$ cat config.mk
export PLATFORM = sky130hd
export DESIGN_NAME = audio_in_port_flat
export DESIGN_NICKNAME = d
export VERILOG_FILES = /design/src/audio_in_pkg.sv /design/src/audio_link_if.sv /design/src/audio_in_port.sv /design/src/flat_wrapper.sv
export SDC_FILE = /design/constraint.sdc
export NUM_CORES = 1
export LEC_CHECK = 0
export BUFFER_PORTS_ARGS = -buffer_cell sky130_fd_sc_hd__buf_2
export CAP_MARGIN = 20
export CORE_ASPECT_RATIO = 2
export CORE_MARGIN = 8
export CORE_UTILIZATION = 36
export DETAILED_ROUTE_END_ITERATION = 7
export SLEW_MARGIN = 20
export SYNTH_ARGS = -nofsm -noshare
export SYNTH_HDL_FRONTEND = slang
export SYNTH_SLANG_ARGS = --single-unit
export TNS_END_PERCENT = 10
$ cat constraint.sdc
create_clock -name CLK_SYS -period 8.1 [get_ports CLK_SYS]
set_input_delay 0.81 -clock CLK_SYS [delete_from_list [all_inputs] [get_ports CLK_SYS]]
set_output_delay 0.81 -clock CLK_SYS [all_outputs]
set_load 0.03 [all_outputs]
$ cat src/audio_in_pkg.sv
// Shared constants and types for the serial audio input link
package audio_in_pkg;

  // Framing selected by the two static format pins, in pin-code order
  typedef enum logic [1:0] {
    FMT_RIGHT_JUST,
    FMT_I2S,
    FMT_LEFT_JUST,
    FMT_DSP
  } fmt_e;

  localparam int unsigned WORD_W      = 18;
  localparam int unsigned WORD_W_NARROW = 16;
  localparam int unsigned FRAME_BITS  = 64;
  localparam int unsigned PACKED_BITS = 32;

  // Bit clock made by the source end
  localparam int unsigned SYS_PERIOD_NS  = 40;
  localparam int unsigned BCLK_PERIOD_NS = 320;
  localparam int unsigned BCLK_HALF_CYC  = BCLK_PERIOD_NS / (2 * SYS_PERIOD_NS);
  localparam logic [2:0]  BCLK_HALF_LAST = 3'(BCLK_HALF_CYC - 1);

  // Rate tracker: period estimate in system cycles, 16 integer and 8 fraction bits
  localparam int unsigned PER_INT_W  = 16;
  localparam int unsigned PER_FRAC_W = 8;
  localparam int unsigned PER_W      = PER_INT_W + PER_FRAC_W;
  localparam int unsigned FAST_SHIFT = 2;
  localparam int unsigned SLOW_SHIFT = 8;
  localparam logic signed [PER_W:0] LOCK_TOL   = 25'sh0000200;
  localparam logic signed [PER_W:0] UNLOCK_TOL = 25'sh0001000;
  localparam logic [7:0]  LOCK_SAMPLES = 8'h40;
  localparam logic [PER_INT_W-1:0] PER_MAX = 16'hFFFF;

endpackage

$ cat src/audio_link_if.sv
// Serial audio link between a source and the input port
`timescale 1ns/100ps
interface audio_link_if;
  logic bclk;
  logic frame_clk;
  logic serial_audio_in;

  modport src (
    output bclk,
    output frame_clk,
    output serial_audio_in
  );

  modport dev (
    input bclk,
    input frame_clk,
    input serial_audio_in
  );
endinterface

$ cat src/audio_in_port.sv
// Stereo serial audio input port with frame-clock rate tracker and de-emphasis switches
//
// Functional notes
// - Source keeps frame clock running, two toggles/frame, four in DSP mode.
// - Sample rate comes from frame clock frequency.
// - Only bit clock edges matter; bursts tolerated.
// - Bit clock only shifts data in.
// - Bit clock may be unrelated to frame clock.
// - Words are two's complement, MSB first.
// - Left word precedes right word each frame.
// - Word width 16 or 18 by pin.
// - Two format pins choose among four framings.
// - Right-justified: LSB ends at frame transition.
// - I2S: MSB one bit after transition, low=left.
// - Left-justified: MSB at transition, high=left.
// - DSP mode: frame pulse before each MSB.
// - DSP mode samples on bit clock falling edges.
// - DSP source alternates left then right words.
// - Packed 32-bit frames in 16-bit RJ/LJ.
// - Fast capture then slow narrow-band tracking.
// - De-emphasis pin drives both switch outputs.
`timescale 1ns/100ps
module audio_in_port (
  input  wire logic                  CLK_SYS,
  input  wire logic                  RSTN,
  audio_link_if.dev                  LINK,
  input  wire logic                  PORT_FORMAT_SEL0,
  input  wire logic                  PORT_FORMAT_SEL1,
  input  wire logic                  WIDTH_18,
  input  wire logic                  DEEMPH_ENABLE_PIN,
  output logic                       LEFT_DEEMPH_SWITCH,
  output logic                       RIGHT_DEEMPH_SWITCH,
  output logic [17:0]                LEFT_WORD,
  output logic [17:0]                RIGHT_WORD,
  output logic                       FRAME_VALID,
  output logic [15:0]                RATE_PERIOD,
  output logic                       RATE_LOCKED
);

  typedef struct packed {
    logic [1:0]  bclk_sync;
    logic [1:0]  frame_sync;
    logic [1:0]  data_sync;
    logic [1:0]  sel0_sync;
    logic [1:0]  sel1_sync;
    logic [1:0]  w18_sync;
    logic [1:0]  deemph_sync;
    logic        bclk_prev;
    logic        frame_seen;
    logic        frame_prev_sys;
    logic [17:0] shift;
    logic [4:0]  cnt;
    logic        active;
    logic        chan_left;
    logic        dsp_armed;
    logic        dsp_next_left;
    logic [17:0] left_word;
    logic [17:0] right_word;
    logic        frame_valid;
    logic [15:0] meas;
    logic        meas_started;
    logic [23:0] per_est;
    logic        slow_mode;
    logic [7:0]  good_cnt;
    logic        deemph_l;
    logic        deemph_r;
  } state_s;

  state_s st_reg;
  state_s st_next;

  audio_in_pkg::fmt_e fmt;
  logic               w18;
  logic               bclk_s;
  logic               frame_s;
  logic               data_s;
  logic               samp_edge;
  logic               boundary;
  logic [4:0]         wlen;
  logic [17:0]        shifted;
  logic [17:0]        rj_word;
  logic [16:0]        period_now;
  logic signed [24:0] per_err;
  logic signed [24:0] per_abs;
  logic signed [24:0] per_step;
  logic               deliver;
  logic [17:0]        deliver_word;

  assign fmt     = audio_in_pkg::fmt_e'({st_reg.sel1_sync[1], st_reg.sel0_sync[1]});
  assign w18     = st_reg.w18_sync[1];
  assign bclk_s  = st_reg.bclk_sync[1];
  assign frame_s = st_reg.frame_sync[1];
  assign data_s  = st_reg.data_sync[1];
  assign wlen    = w18 ? 5'(audio_in_pkg::WORD_W) : 5'(audio_in_pkg::WORD_W_NARROW);

  always_comb begin
    st_next = st_reg;
    deliver = 1'b0;
    deliver_word = '0;
    // All external pins pass two flops before use
    st_next.bclk_sync   = {st_reg.bclk_sync[0], LINK.bclk};
    st_next.frame_sync  = {st_reg.frame_sync[0], LINK.frame_clk};
    st_next.data_sync   = {st_reg.data_sync[0], LINK.serial_audio_in};
    st_next.sel0_sync   = {st_reg.sel0_sync[0], PORT_FORMAT_SEL0};
    st_next.sel1_sync   = {st_reg.sel1_sync[0], PORT_FORMAT_SEL1};
    st_next.w18_sync    = {st_reg.w18_sync[0], WIDTH_18};
    st_next.deemph_sync = {st_reg.deemph_sync[0], DEEMPH_ENABLE_PIN};
    st_next.bclk_prev   = bclk_s;
    st_next.frame_valid = 1'b0;

    // A stopped bit clock simply produces no edges, so gated bursts need no special case
    if (fmt == audio_in_pkg::FMT_DSP) begin
      samp_edge = st_reg.bclk_prev & ~bclk_s;
    end else begin
      samp_edge = ~st_reg.bclk_prev & bclk_s;
    end
    boundary = frame_s != st_reg.frame_seen;
    shifted  = {st_reg.shift[16:0], data_s};
    rj_word  = w18 ? st_reg.shift : {st_reg.shift[15:0], 2'b00};

    // Frame level is judged only at sampling edges, so its phase to the bit clock is free
    if (samp_edge) begin
      st_next.frame_seen = frame_s;
      unique case (fmt)
        audio_in_pkg::FMT_RIGHT_JUST: begin
          st_next.shift = shifted;
          // Word of the half just ended is its last wlen bits
          if (boundary) begin
            deliver      = 1'b1;
            deliver_word = rj_word;
            st_next.chan_left = st_reg.frame_seen;
          end
        end
        audio_in_pkg::FMT_I2S, audio_in_pkg::FMT_LEFT_JUST: begin
          if (boundary) begin
            if (fmt == audio_in_pkg::FMT_I2S) begin
              st_next.cnt       = 5'h00;
              st_next.chan_left = ~frame_s;
            end else begin
              st_next.cnt       = 5'h01;
              st_next.shift     = shifted;
              st_next.chan_left = frame_s;
            end
            st_next.active = 1'b1;
          end else if (st_reg.active && st_reg.cnt < wlen) begin
            st_next.shift = shifted;
            st_next.cnt   = 5'(st_reg.cnt + 5'h01);
          end
        end
        audio_in_pkg::FMT_DSP: begin
          if (frame_s) begin
            st_next.dsp_armed = 1'b1;
            st_next.active    = 1'b0;
          end else if (st_reg.dsp_armed) begin
            // Source is trusted to start with left and keep alternating
            st_next.dsp_armed     = 1'b0;
            st_next.active        = 1'b1;
            st_next.cnt           = 5'h01;
            st_next.shift         = shifted;
            st_next.chan_left     = st_reg.dsp_next_left;
            st_next.dsp_next_left = ~st_reg.dsp_next_left;
          end else if (st_reg.active && st_reg.cnt < wlen) begin
            st_next.shift = shifted;
            st_next.cnt   = 5'(st_reg.cnt + 5'h01);
          end
        end
      endcase
      if (fmt != audio_in_pkg::FMT_RIGHT_JUST && st_next.active && st_next.cnt == wlen) begin
        deliver        = 1'b1;
        deliver_word   = w18 ? st_next.shift : {st_next.shift[15:0], 2'b00};
        st_next.active = 1'b0;
      end
    end
    if (deliver) begin
      if (st_next.chan_left) begin
        st_next.left_word = deliver_word;
      end else begin
        st_next.right_word  = deliver_word;
        st_next.frame_valid = 1'b1;
      end
    end

    // Rate tracker runs on frame clock rising edges in the system domain only
    period_now = {1'b0, st_reg.meas} + 17'h00001;
    per_err    = 25'sd0;
    per_abs    = 25'sd0;
    per_step   = 25'sd0;
    if (st_reg.meas != audio_in_pkg::PER_MAX) begin
      st_next.meas = 16'(st_reg.meas + 16'h0001);
    end
    st_next.frame_prev_sys = frame_s;
    if (frame_s && !st_reg.frame_prev_sys) begin
      st_next.meas         = 16'h0000;
      st_next.meas_started = 1'b1;
      // DSP pulses twice per stereo sample, so the measured span is half a period
      if (fmt == audio_in_pkg::FMT_DSP) begin
        period_now = {period_now[15:0], 1'b0};
      end
      if (st_reg.meas_started) begin
        per_err = $signed({1'b0, period_now[15:0], 8'h00}) - $signed({1'b0, st_reg.per_est});
        per_abs = per_err < 0 ? -per_err : per_err;
        // Wide capture first; narrow loop once the estimate sits still
        per_step = st_reg.slow_mode ? (per_err >>> audio_in_pkg::SLOW_SHIFT)
                                    : (per_err >>> audio_in_pkg::FAST_SHIFT);
        st_next.per_est = 24'($signed({1'b0, st_reg.per_est}) + per_step);
        if (per_abs < audio_in_pkg::LOCK_TOL) begin
          if (st_reg.good_cnt == audio_in_pkg::LOCK_SAMPLES) begin
            st_next.slow_mode = 1'b1;
          end else begin
            st_next.good_cnt = 8'(st_reg.good_cnt + 8'h01);
          end
        end else if (per_abs > audio_in_pkg::UNLOCK_TOL) begin
          st_next.good_cnt  = 8'h00;
          st_next.slow_mode = 1'b0;
        end
      end
    end

    st_next.deemph_l = st_reg.deemph_sync[1];
    st_next.deemph_r = st_reg.deemph_sync[1];
  end

  always_ff @(posedge CLK_SYS or negedge RSTN) begin
    if (!RSTN) begin
      st_reg <= '0;
      st_reg.dsp_next_left <= 1'b1;
    end else begin
      st_reg <= st_next;
    end
  end

  assign LEFT_DEEMPH_SWITCH  = st_reg.deemph_l;
  assign RIGHT_DEEMPH_SWITCH = st_reg.deemph_r;
  assign LEFT_WORD           = st_reg.left_word;
  assign RIGHT_WORD          = st_reg.right_word;
  assign FRAME_VALID         = st_reg.frame_valid;
  assign RATE_PERIOD         = st_reg.per_est[23:8];
  assign RATE_LOCKED         = st_reg.slow_mode;

endmodule

$ cat src/flat_wrapper.sv
// flat-port wrapper written by rule: the top's interface ports become plain ports
module audio_in_port_flat 
  (CLK_SYS, RSTN, PORT_FORMAT_SEL0, PORT_FORMAT_SEL1, WIDTH_18, DEEMPH_ENABLE_PIN, LEFT_DEEMPH_SWITCH, RIGHT_DEEMPH_SWITCH, LEFT_WORD, RIGHT_WORD, FRAME_VALID, RATE_PERIOD, RATE_LOCKED, LINK_bclk, LINK_frame_clk, LINK_serial_audio_in);
  audio_link_if LINK_i ();
  input  wire logic CLK_SYS;
  input  wire logic RSTN;
  input  wire logic PORT_FORMAT_SEL0;
  input  wire logic PORT_FORMAT_SEL1;
  input  wire logic WIDTH_18;
  input  wire logic DEEMPH_ENABLE_PIN;
  output logic LEFT_DEEMPH_SWITCH;
  output logic RIGHT_DEEMPH_SWITCH;
  output logic [17:0] LEFT_WORD;
  output logic [17:0] RIGHT_WORD;
  output logic FRAME_VALID;
  output logic [15:0] RATE_PERIOD;
  output logic RATE_LOCKED;
  input wire logic [$bits(LINK_i.bclk)-1:0] LINK_bclk;
  input wire logic [$bits(LINK_i.frame_clk)-1:0] LINK_frame_clk;
  input wire logic [$bits(LINK_i.serial_audio_in)-1:0] LINK_serial_audio_in;
  assign LINK_i.bclk = LINK_bclk;
  assign LINK_i.frame_clk = LINK_frame_clk;
  assign LINK_i.serial_audio_in = LINK_serial_audio_in;
  audio_in_port u_core (.CLK_SYS(CLK_SYS), .RSTN(RSTN), .LINK(LINK_i), .PORT_FORMAT_SEL0(PORT_FORMAT_SEL0), .PORT_FORMAT_SEL1(PORT_FORMAT_SEL1), .WIDTH_18(WIDTH_18), .DEEMPH_ENABLE_PIN(DEEMPH_ENABLE_PIN), .LEFT_DEEMPH_SWITCH(LEFT_DEEMPH_SWITCH), .RIGHT_DEEMPH_SWITCH(RIGHT_DEEMPH_SWITCH), .LEFT_WORD(LEFT_WORD), .RIGHT_WORD(RIGHT_WORD), .FRAME_VALID(FRAME_VALID), .RATE_PERIOD(RATE_PERIOD), .RATE_LOCKED(RATE_LOCKED));
endmodule
==> metrics.md, run 1 <==
| Metric | Value |
|---|---|
| DIE AREA | around 37000 um2 |
| Post-synth EDFFs | 0 |
| Yosys reg bits | ~130 |
| Max reg flops | 47 |
| Detailed-placement wirelength estimate | between 20 and 25 mm |
| Worst Setup End Kind | flip-flop |
| CP Data Required Time | ~8400 ps |
| Crit path time final | between 6000 and 7000 ps |
| Worst R2R End | u_core.st_reg[4]$_DFFE_PN0P_ |
| Synth-to-Final Area Change | 7.37% |
| Antenna cells | 0 |
| CP Data Arrival Time | between 6000 and 7000 ps |
| Post-route setup TNS | 0 ps |
| Top cells by area, synth | dfrtp_1, mux2i_1, ha_1, nand2_1, a21oi_1 |
| Initial core utilization | 36.5% |
| Die H | 263 um |
| Synthesis Warnings | 0 |
| Cell taking the most area after synthesis | dfrtp_1 |
| Initial antenna violation count | 0 |
| Slew @ Worst Pin | roughly 950 ps |
| Top Layer Used | met4 |
| Logic gate share of total power | between 60 and 70% |
| Layout Nets | between 1k and 1.5k |
| DR vias/cell | 5.81 |
| R2R Path Start | u_core.fmt[0]$_DFF_PN0_ |
| Clk buf depth | 2 |
| Pint | roughly 2.5 mW |
| CP max stage delay | around 910 ps |
| IO Port Bufs | 64 |
| Die width | between 100 and 150 um |
| Async S/R FF share, synth | 100% |
| Power per cell area | between 400 and 500 nW/um2 |
| Root buf cell | clkbuf_16 |
| Layout cells sized above 1 | 14.7% |
| Reg2reg path depth | 16 |
| Syn Nets | between 1k and 1.5k |
| Reg power frac | between 20% and 30% |
| Cell Area, Synth | 11000 um2 |
| Levels on crit path | 16 |
| Syn avg cell area | ~8.3 um2 |
| Worst-path cell chain | ha_1, buf_4, nor2_1, ha_1, or4b_1, o21a_1, o211ai_1, o211ai_1, nor4_1, nand3_1, a2111oi_0, o31ai_1, nor4_1, and4_1, or4_1, a21oi_1 |
| Clk_lat worst skew | 440 ps |
| # clock sinks | around 130 |
| Leakage Power | 5.10 nW |
| Cell family with most CP delay | simple AND/OR/NAND/NOR gates |
| CTS tree | built |
| Psw | about 2.5 mW |
| Wire per inst | 19.6 um |
| Register area share after synthesis | 30.0% |
| DR WL met2 | 18.6 mm |
| Clock network fraction of design power | roughly 16% |
| DP Area | between 10000 and 15000 um2 |
| Critical Path Start | u_core.fmt[0]$_DFF_PN0_ |
| Max rail drop VDD | 0.201 mV |
| Largest net degree at the start of global routing | 76 |
| Post-CTS setup buffer count | 0 |
| Clock buffer count from CTS | 17 |
| Fin crit share | between 80% and 90% |
| Routed length on met1 | approximately 11 mm |
| Max stage delay cell, worst path | nor4_1 |
| PostCTS Resize Cnt | 0 |
| GRT Residual Overflow | 0 |
| Routability cong. | just under 1 |
| Final worst clock skew | about 6.8 ps |
| Hold_sp | u_core.st_next[122]$_DFF_PN0_ |
| Pre-antenna DRT Iters | 5 |
| Area of the core | between 30000 and 40000 um2 |
| Post-synth top area share | 29.8% |
| Synth Flop Type | dfrtp_1 |
| Worst Path Max Fanout | 43 |
| FF-to-FF setup slack | roughly 1500 ps |
| Max-cap viol count | 0 |
| Final Slew Violations | 0 |
| Post-Syn Instances | ~1.3k |
| Worst setup path end | u_core.st_reg[4]$_DFFE_PN0P_ |
| Worst-path clk slew | 60 ps |
| Final hold vios | 0 |
| Total GRT Usage | ~18% |
| Wire length of the first global-routing pass | 52.3 mm |
| Synth unique cells | between 80 and 90 |
| Switching Fraction | approximately half |
| Worst slew margin | roughly 36% |
| Min-Delay Path Class | reg -> reg |
| Routed Antenna Nets | 0 |
| Maximum operating frequency | about 150 MHz |
| Metal3 WL | ~920 um |
| CP startpoint kind | flip-flop |
| Initial DRC Count | between 600 and 700 |
| Setup CP Type | reg -> reg |
| IO Pins | 65 |
| Vias in the first global route | around 9.8k |
| Final Routed Wirelength | about 33 mm |
| RSZ-0062 raised after global routing | false |
| Finished Cell Area | 11800 um2 |
| Total number of vias | 9676 |
| H-tree depth | 4 |
| Std cell rows | 90 |
| Post-layout util | 39.2% |
| Drc violations | 0 |
| CTS Hold Buffers Added | 0 |
| Worst path bufs/invs | 1 |
| Setup violators final | 0 |
| Outcome | completed |
[cells in the final DEF, fill, tap and decap left out, drive strengths merged, types with 10 or more instances in the layout]
master	count
ha	49
mux2i	89
nand3	25
a211oi	13
or3	15
a21oi	103
o221a	16
nand2	149
xnor2	36
mux2	40
buf	79
clkbuf	18
o21ai	104
nor3	24
and3	12
nor2	92
o211ai	15
dfrtp	131
nand4	12
xor2	23
inv	47
a31oi	12
nor4	11
or4	12
o21a	15
nor2b	10
a21o	11
nand2b	11
[layout make-up]
class / instances / area [um2]
Clock inverter: 13 / 181
Clock buffer: 18 / 439
Fill cell: 3102 / 18400
Multi-Input combinational cell: 1008 / 6830
Tap cell: 368 / 460
Timing Repair Buffer: 79 / 439
Inverter: 46 / 173
Sequential cell: 132 / 3300
[synthesized netlist by cell type, types with 6 or more instances]
cell type    n
nand4_1     12
a211oi_1    11
nor3_1      23
clkbuf_1    74
mux2i_1     89
nor2b_1     10
nor2_1      91
a31oi_1     11
o31ai_1      7
mux2_2      40
o221a_2     16
or2_2        8
ha_1        49
and3_1      12
and2_1       8
buf_4       53
nor4_1      10
o211ai_1    15
o21ai_0    100
nand2_1    149
inv_1       45
a21o_1      11
nand3_1     25
a21oi_1    103
or4_1       11
o221ai_1     6
or3_1       15
xnor2_1     36
o21a_1      15
dfrtp_1    131
xor2_1      23
o21bai_1     8
nand2b_1    11
[power groups by stage]
stage	Clock [mW]	Combinational, mW	Sequential, mW
after CTS	0.850	3.12	1.06
after detailed placement	0	3.10	1.07
final	0.824	3.14	1.06
after floorplan	0	2.58	0.918
after global placement	0	3.07	1.06
after global routing	0.877	3.46	1.09
[per-layer routing]
layer / global-route usage, % / up-vias
met1: 15.5 / 4672
met4: 13.2 / 0
met3: 3.05 / 103
li1: - / 4653
met5: 0 / -
met2: 35.8 / 248
[cell families after synthesis]
group / count (synthesis) / synth area share [%]
adders and majority gates: 50 / 5.75
buffers and inverters: 182 / 8.11
DFF: 132 / 30.0
xor gates and xnor gates: 59 / 4.69
muxes: 129 / 12.2
and+or+nand+nor: 409 / 18.0
AOI/OAI and AO/OA: 361 / 21.3
[metrics by stage]
step / hold WS [ps] / total power [mW] / setup slack [ps] / instances
6_report: 347 / 5.03 / 1480 / 1664
5_1_grt: 355 / 5.43 / 1030 / 1664
4_1_cts: 349 / 5.03 / 1540 / 1664
3_5_place_dp: 335 / 4.17 / 1570 / 1633
3_3_place_gp: 332 / 4.14 / 1540 / 1633
2_1_floorplan: 331 / 3.50 / 1750 / 1322
[worst min-delay path by stage]
| stage | endpoint | slack, ps | cells after the start |
|---|---|---|---|
| 2_1_floorplan | u_core.LEFT_DEEMPH_SWITCH$_DFF_PN0_ | 330 | 0 |
| 3_3_place_gp | u_core.st_next[0]$_DFF_PN0_ | 330 | 0 |
| 3_5_place_dp | u_core.st_reg[122]$_DFF_PN0_ | 330 | 0 |
| 4_1_cts | u_core.st_reg[122]$_DFF_PN0_ | 350 | 0 |
| 5_1_grt | u_core.st_reg[122]$_DFF_PN0_ | 350 | 0 |
| 6_report | u_core.st_reg[122]$_DFF_PN0_ | 350 | 0 |
Note: power is estimated with default switching activity, not from simulation.
==> run 2: changes to the inputs <==
clock period = 6.2 ns   (was 8.1 ns; I/O delays follow)
==> metrics.md, run 2 (synthesized netlist as in run 1, its figures left out) <==
| Metric | Value |
|---|---|
| Outcome | completed |
| Worst-path cell chain | inv_1, ha_1, or4b_1, or4_1, xor2_2, o21ai_0, ha_1, fa_1, a21o_1, a21oi_1, o21bai_1, a21oi_1, o31a_1, a211oi_2, nor4_1, o21ba_2, o21ai_0, a21oi_1, xor2_1, o21ai_0 |
| Final Routed Wirelength | 32.8 mm (+0.47%) |
| IO Port Bufs | 64 (unchanged) |
| CP max stage delay | 640 ps (-270 ps) |
| CTS tree | built |
| Cell family with most CP delay | compound AO/OA/AOI/OAI gates |
| Logic gate share of total power | 63.9% (+1.4 points) |
| Largest net degree at the start of global routing | 72 (-5.3%) |
| GRT Residual Overflow | 0 (unchanged) |
| Layout Nets | 1366 (+1.7%) |
| CTS Hold Buffers Added | 0 (unchanged) |
| Final worst clock skew | 9.57 ps (+2.78 ps) |
| Min-Delay Path Class | in -> async |
| Synth-to-Final Area Change | 9.42% |
| Pre-antenna DRT Iters | 5 (unchanged) |
| Most frequent cells in the layout | nand2_1, dfrtp_1, a21oi_1 |
| RSZ-0062 raised after global routing | true |
| Final Slew Violations | 0 (unchanged) |
| Wire per inst | 19.4 um (-0.96%) |
| Max reg flops | 47 (unchanged) |
| Routed Antenna Nets | 0 (unchanged) |
| Leakage Power | 5.22 nW (+2.2%) |
| Power per cell area | 559 nW/um2 (+31%) |
| Initial DRC Count | 519 (-17%) |
| CP Data Required Time | 6500 ps (-1910 ps) |
| Psw | 3.34 mW (+34%) |
| Setup ws final | 392 ps (-1080 ps) |
| Worst R2R End | u_core.RATE_PERIOD[14]$_DFFE_PN0P_ |
| Clock network fraction of design power | 15.9% (-0.5 points) |
| Final hold vios | 0 (unchanged) |
| Wire length of the first global-routing pass | 52.3 mm (about the same) |
| Crit path time final | 5810 ps (-816 ps) |
| Initial core utilization | 36.5% (unchanged) |
| CP Data Arrival Time | 6110 ps (-820 ps) |
| H-tree depth | 4 (unchanged) |
| Total GRT Usage | 18.0% (about the same) |
| FF-to-FF setup slack | 390 ps (-1080 ps) |
| Total number of vias | 9685 (+0.093%) |
| Layout cells sized above 1 | 17.0% (+2.3 points) |
| Max rail drop VDD | 0.317 mV (+58%) |
| Switching Fraction | 49.6% (+0.12 points) |
| Post-Layout Cell Count | 1688 (+1.4%) |
| Max-cap viol count | 0 (unchanged) |
| Overall power | 6.73 mW (+34%) |
| Antenna cells | 0 (unchanged) |
| Die H | 263 um (unchanged) |
| Worst-path clk slew | 70 ps (about the same) |
| Slew @ Worst Pin | 834 ps (-112 ps) |
| # clock sinks | 132 (unchanged) |
| Max stage delay cell, worst path | or4b_1 |
| Setup CP Type | reg -> reg |
| Clock buffer count from CTS | 17 (unchanged) |
| Root buf cell | clkbuf_16 |
| Worst Path Max Fanout | 10 (-77%) |
| Detailed-placement wirelength estimate | 24.8 mm (+0.43%) |
| Worst Setup End Kind | flip-flop |
| Reg power frac | 20.2% (-0.9 points) |
| Clk buf depth | 2 (unchanged) |
| Pint | 3.39 mW (+34%) |
| Reg2reg path depth | 20 (+4) |
| Area of the core | 30200 um2 (unchanged) |
| DIE AREA | 36800 um2 (unchanged) |
| IO Pins | 65 (unchanged) |
| DR vias/cell | 5.74 (-1.3%) |
| Dpl cells | 1656 (+1.4%) |
| Worst slew margin | 43.9% (+7.5 points) |
| R2R Path Start | u_core.st_reg[12]$_DFFE_PN0P_ |
| Drc violations | 0 (unchanged) |
| Clk_lat worst skew | 430 ps (about the same) |
| Initial antenna violation count | 0 (unchanged) |
| Vias in the first global route | 9860 (+0.35%) |
| Commonest non-fill, non-tap cell in the layout | nand2_1 |
| Fin crit share | 93.7% (+12 points) |
| Worst path bufs/invs | 1 (unchanged) |
| Std cell rows | 90 (unchanged) |
| CP startpoint kind | flip-flop |
| Setup violators final | 0 (unchanged) |
| Die width | 140 um (unchanged) |
| Worst slack at placement | 218 ps (-1350 ps) |
| Maximum operating frequency | 172 MHz (+14%) |
| Routability cong. | 0.998 (+1.8%) |
run 2: cell types whose count changed in the layout (fill, tap and decap cells not counted), sizes merged:
cell / before / now
buf: 79 / 102
bufinv: 4 / 3
clkbuf: 18 / 17
clkinv: 6 / 3
inv: 47 / 53
run 2: repair_timing:
item	in CTS	in global routing
gates resized for setup	0	13
endpoints found under the setup margin	0	3
endpoints found under the hold margin	0	0
setup buffers	0	0
run 2: how the worst max path moves through the flow:
stage / start / end / slack (ps) / cells past startpoint
2_1_floorplan: u_core.fmt[0]$_DFF_PN0_ / u_core.RATE_PERIOD[15]$_DFFE_PN0P_ / 20 / 24
3_3_place_gp: u_core.st_reg[12]$_DFFE_PN0P_ / u_core.RATE_PERIOD[15]$_DFFE_PN0P_ / 230 / 19
3_5_place_dp: u_core.st_reg[12]$_DFFE_PN0P_ / u_core.RATE_PERIOD[15]$_DFFE_PN0P_ / 220 / 19
4_1_cts: u_core.st_reg[12]$_DFFE_PN0P_ / u_core.RATE_PERIOD[15]$_DFFE_PN0P_ / 170 / 19
5_1_grt: u_core.st_reg[12]$_DFFE_PN0P_ / u_core.RATE_PERIOD[14]$_DFFE_PN0P_ / -20 / 20
6_report: u_core.st_reg[12]$_DFFE_PN0P_ / u_core.RATE_PERIOD[14]$_DFFE_PN0P_ / 390 / 20
run 2: worst reg2reg max path, delay by kind of cell, from the launching register on:
family / cells / cell delay [ps]
compound gates: 11 / 1960
flops: 1 / 510
xor+xnor: 2 / 520
simple gates: 3 / 1480
fa+ha+maj: 3 / 1020
buf+inv: 1 / 160
run 2: final cells by class:
cell class | count | area [um2]
Clock buffer | 17 | 425
Clock inverter | 15 | 194
Fill cell | 3112 | 18100
Inverter | 46 | 173
Multi-Input combinational cell | 1008 | 6880
Sequential cell | 132 | 3310
Tap cell | 368 | 460
Timing Repair Buffer | 102 | 616
run 2: per-layer routing:
layer / wire length (um) / GRT usage (%) / up-vias
met3: 868 / 2.88 / 105
met1: 10800 / 15.6 / 4653
met4: 2280 / 13.6 / 0
li1: - / - / 4704
met2: 18800 / 35.6 / 223
met5: 0 / 0 / -
run 2: per-stage QoR:
stage	util [%]	instance area, um2	setup TNS [ps]	hold slack, ps
after floorplan	-	11000	0	324
after global placement	37.7	11400	0	334
after detailed placement	37.7	11400	0	336
after CTS	39.8	12000	0	223
after global routing	39.9	12100	-15.8	250
final	39.9	12100	0	213
run 2: power groups by stage:
stage          Clock (mW)  Combinational [mW]  Sequential (mW)
2_1_floorplan           0                3.37             1.20
3_3_place_gp            0                4.18             1.37
3_5_place_dp            0                4.21             1.37
4_1_cts              1.11                4.24             1.36
5_1_grt              1.14                4.72             1.40
6_report             1.07                4.30             1.36
==> run 3: changes to the inputs <==
CAP_MARGIN = 5   (was 20)
SETUP_SLACK_MARGIN = 0.4   (was not set)
==> metrics.md, run 3 (synthesized netlist as in run 1, its figures left out) <==
| Metric | Value |
|---|---|
| Final hold vios | 0 (unchanged) |
| Antenna cells | 0 (unchanged) |
| GRT Residual Overflow | 0 (unchanged) |
| Final Slew Violations | 0 (unchanged) |
| Max-cap viol count | 0 (unchanged) |
| Clk_lat worst skew | 450 ps (+20 ps) |
| Worst Path Max Fanout | 8 (-2) |
| CP Data Arrival Time | 6010 ps (-100 ps) |
| Setup ws final | 553 ps (+161 ps) |
| Layout Nets | 1372 (+0.44%) |
| Most frequent cells in the layout | nand2_1, dfrtp_1, a21oi_1 |
| Worst Setup End Kind | flip-flop |
| Pre-antenna DRT Iters | 5 (unchanged) |
| DIE AREA | 36800 um2 (unchanged) |
| Worst-path clk slew | 60 ps (about the same) |
| IO Pins | 65 (unchanged) |
| Vias in the first global route | 10.0k (+1.6%) |
| Initial antenna violation count | 0 (unchanged) |
| CP Data Required Time | 6570 ps (+70 ps) |
| R2R Path Start | u_core.st_reg[36]$_DFFE_PN0P_ |
| H-tree depth | 4 (unchanged) |
| Max reg flops | 47 (unchanged) |
| Maximum operating frequency | 177 MHz (+2.9%) |
| Detailed-placement wirelength estimate | 24.7 mm (-0.62%) |
| Total GRT Usage | 17.9% (-0.046 points) |
| Reg2reg path depth | 19 (-5.0%) |
| Crit path time final | 5650 ps (-161 ps) |
| Std cell rows | 90 (unchanged) |
| Slew @ Worst Pin | 979 ps (+144 ps) |
| Commonest non-fill, non-tap cell in the layout | nand2_1 |
| Wire length of the first global-routing pass | 52.5 mm (+0.34%) |
| Routed Antenna Nets | 0 (unchanged) |
| Power per cell area | 558 nW/um2 (-0.21%) |
| Final worst clock skew | 11.1 ps (+1.57 ps) |
| Outcome | completed |
| Min-Delay Path Class | in -> async |
| RSZ-0062 raised after global routing | false |
| Worst R2R End | u_core.st_reg[2]$_DFFE_PN0P_ |
| IO Port Bufs | 64 (unchanged) |
| CTS Hold Buffers Added | 0 (unchanged) |
| Setup CP Type | reg -> reg |
| Min Hold Slack | 222 ps (+9.25 ps) |
| Worst slack at placement | 112 ps (-105 ps) |
| Post-route setup TNS | 0 ps (unchanged) |
| Root buf cell | clkbuf_16 |
| CTS tree | built |
| FILL cells | 3058 (-1.7%) |
| Post-Layout Cell Count | 1693 (+0.30%) |
| DR vias/cell | 5.79 (+0.94%) |
| Area of the core | 30200 um2 (unchanged) |
| CP startpoint kind | flip-flop |
| Initial core utilization | 36.5% (unchanged) |
| Die H | 263 um (unchanged) |
| Clk buf depth | 2 (unchanged) |
| Die width | 140 um (unchanged) |
| Worst slew margin | 34.6% (-9.3 points) |
| Max rail drop VDD | 0.305 mV (-3.9%) |
| # clock sinks | 132 (unchanged) |
| Fin crit share | 91.1% (-2.6 points) |
| Drc violations | 0 (unchanged) |
| FF-to-FF setup slack | 550 ps (+160 ps) |
| Wire per inst | 19.3 um (-0.78%) |
| Leakage Power | 5.22 nW (about the same) |
| Initial DRC Count | 736 (+42%) |
| Largest net degree at the start of global routing | 75 (+4.2%) |
| Layout cells sized above 1 | 18.9% (+1.8 points) |
| Routability cong. | 0.945 (-5.3%) |
| Post-layout util | 40.3% (+0.35 points) |
| Synth-to-Final Area Change | 10.4% |
| Total number of vias | 9805 (+1.2%) |
| Dpl cells | 1654 (-0.12%) |
| Clock buffer count from CTS | 17 (unchanged) |
| Final Routed Wirelength | 32.7 mm (-0.49%) |
| Setup violators final | 0 (unchanged) |
-- run 3: cell count changes in the layout (fill, tap and decap cells not counted), moves of 3 or more --
cell        delta
buf_4          +7
ha_1           -4
o21ai_0        -4
a21oi_1        -3
a21oi_2        +3
clkinvlp_4     +3
dfrtp_1        -3
dfrtp_2        +3
ha_4           +3
inv_6          -3
o21ai_1        +3
-- run 3: repair_timing --
item / 4_1_cts / 5_1_grt
buffers inserted: 0 / 8
pin swaps: 0 / 5
resized for setup: 3 / 37
endpoints found under the setup margin: 3 / 12
-- run 3: layout make-up --
cell class / instances / area, um2 / share of cell area (%)
multi-input combinational: 1008 / 7010 / 57.7
sequential: 132 / 3310 / 27.2
timing repair buffer: 108 / 657 / 5.40
tap: 368 / 460 / 3.79
clock buffer: 19 / 433 / 3.56
inverter: 46 / 173 / 1.42
clock inverter: 12 / 109 / 0.896
-- run 3: metal layers --
metal | GRT usage, % | up-vias | part of all wire [%]
met5 | 0 | - | 0
met4 | 12.2 | 0 | 6.2
met3 | 2.88 | 106 | 2.9
met2 | 35.5 | 236 | 57
met1 | 16.1 | 4743 | 34
li1 | - | 4720 | -
-- run 3: report_power, final --
group / leakage [nW] / internal, mW / switching (mW)
logic: 3.27 / 1.76 / 2.67
clock network: 0.252 / 0.548 / 0.409
registers: 1.70 / 1.07 / 0.313
total: 5.22 / 3.38 / 3.39
-- run 3: critical path, cell delays in order (launching register included) --
cell      delay [ps]
dfrtp_2          450
and3_1           250
and3_1           260
xnor2_1          300
mux2i_1          160
ha_1             390
buf_4            200
a21oi_1          240
a21oi_1          200
or3_1            380
o211ai_1         250
buf_4            220
nand2_1           60
mux2_2           310
a211o_1          290
a211o_1          260
or4b_4           540
o31a_1           320
or4_1            390
o21ai_1           90
-- run 3: worst max path at each step --
stage                                  start                                 end  slack (ps)  cells after the start
3_3_place_gp   u_core.st_reg[38]$_DFFE_PN0P_  u_core.RATE_PERIOD[14]$_DFFE_PN0P_          60                     24
5_1_grt        u_core.st_reg[38]$_DFFE_PN0P_        u_core.st_reg[2]$_DFFE_PN0P_         350                     19
6_report       u_core.st_reg[36]$_DFFE_PN0P_        u_core.st_reg[2]$_DFFE_PN0P_         550                     19
3_5_place_dp   u_core.st_reg[36]$_DFFE_PN0P_  u_core.RATE_PERIOD[14]$_DFFE_PN0P_         110                     25
4_1_cts        u_core.st_reg[36]$_DFFE_PN0P_  u_core.RATE_PERIOD[15]$_DFFE_PN0P_         340                     23
2_1_floorplan        u_core.fmt[0]$_DFF_PN0_  u_core.RATE_PERIOD[15]$_DFFE_PN0P_         400                     24
-- run 3: stage by stage --
step	instance area, um2	total power, mW
final	12200	6.78
after global routing	12200	7.31
after CTS	11900	6.66
after detailed placement	11400	5.65
after global placement	11400	5.62
after floorplan	11100	4.58
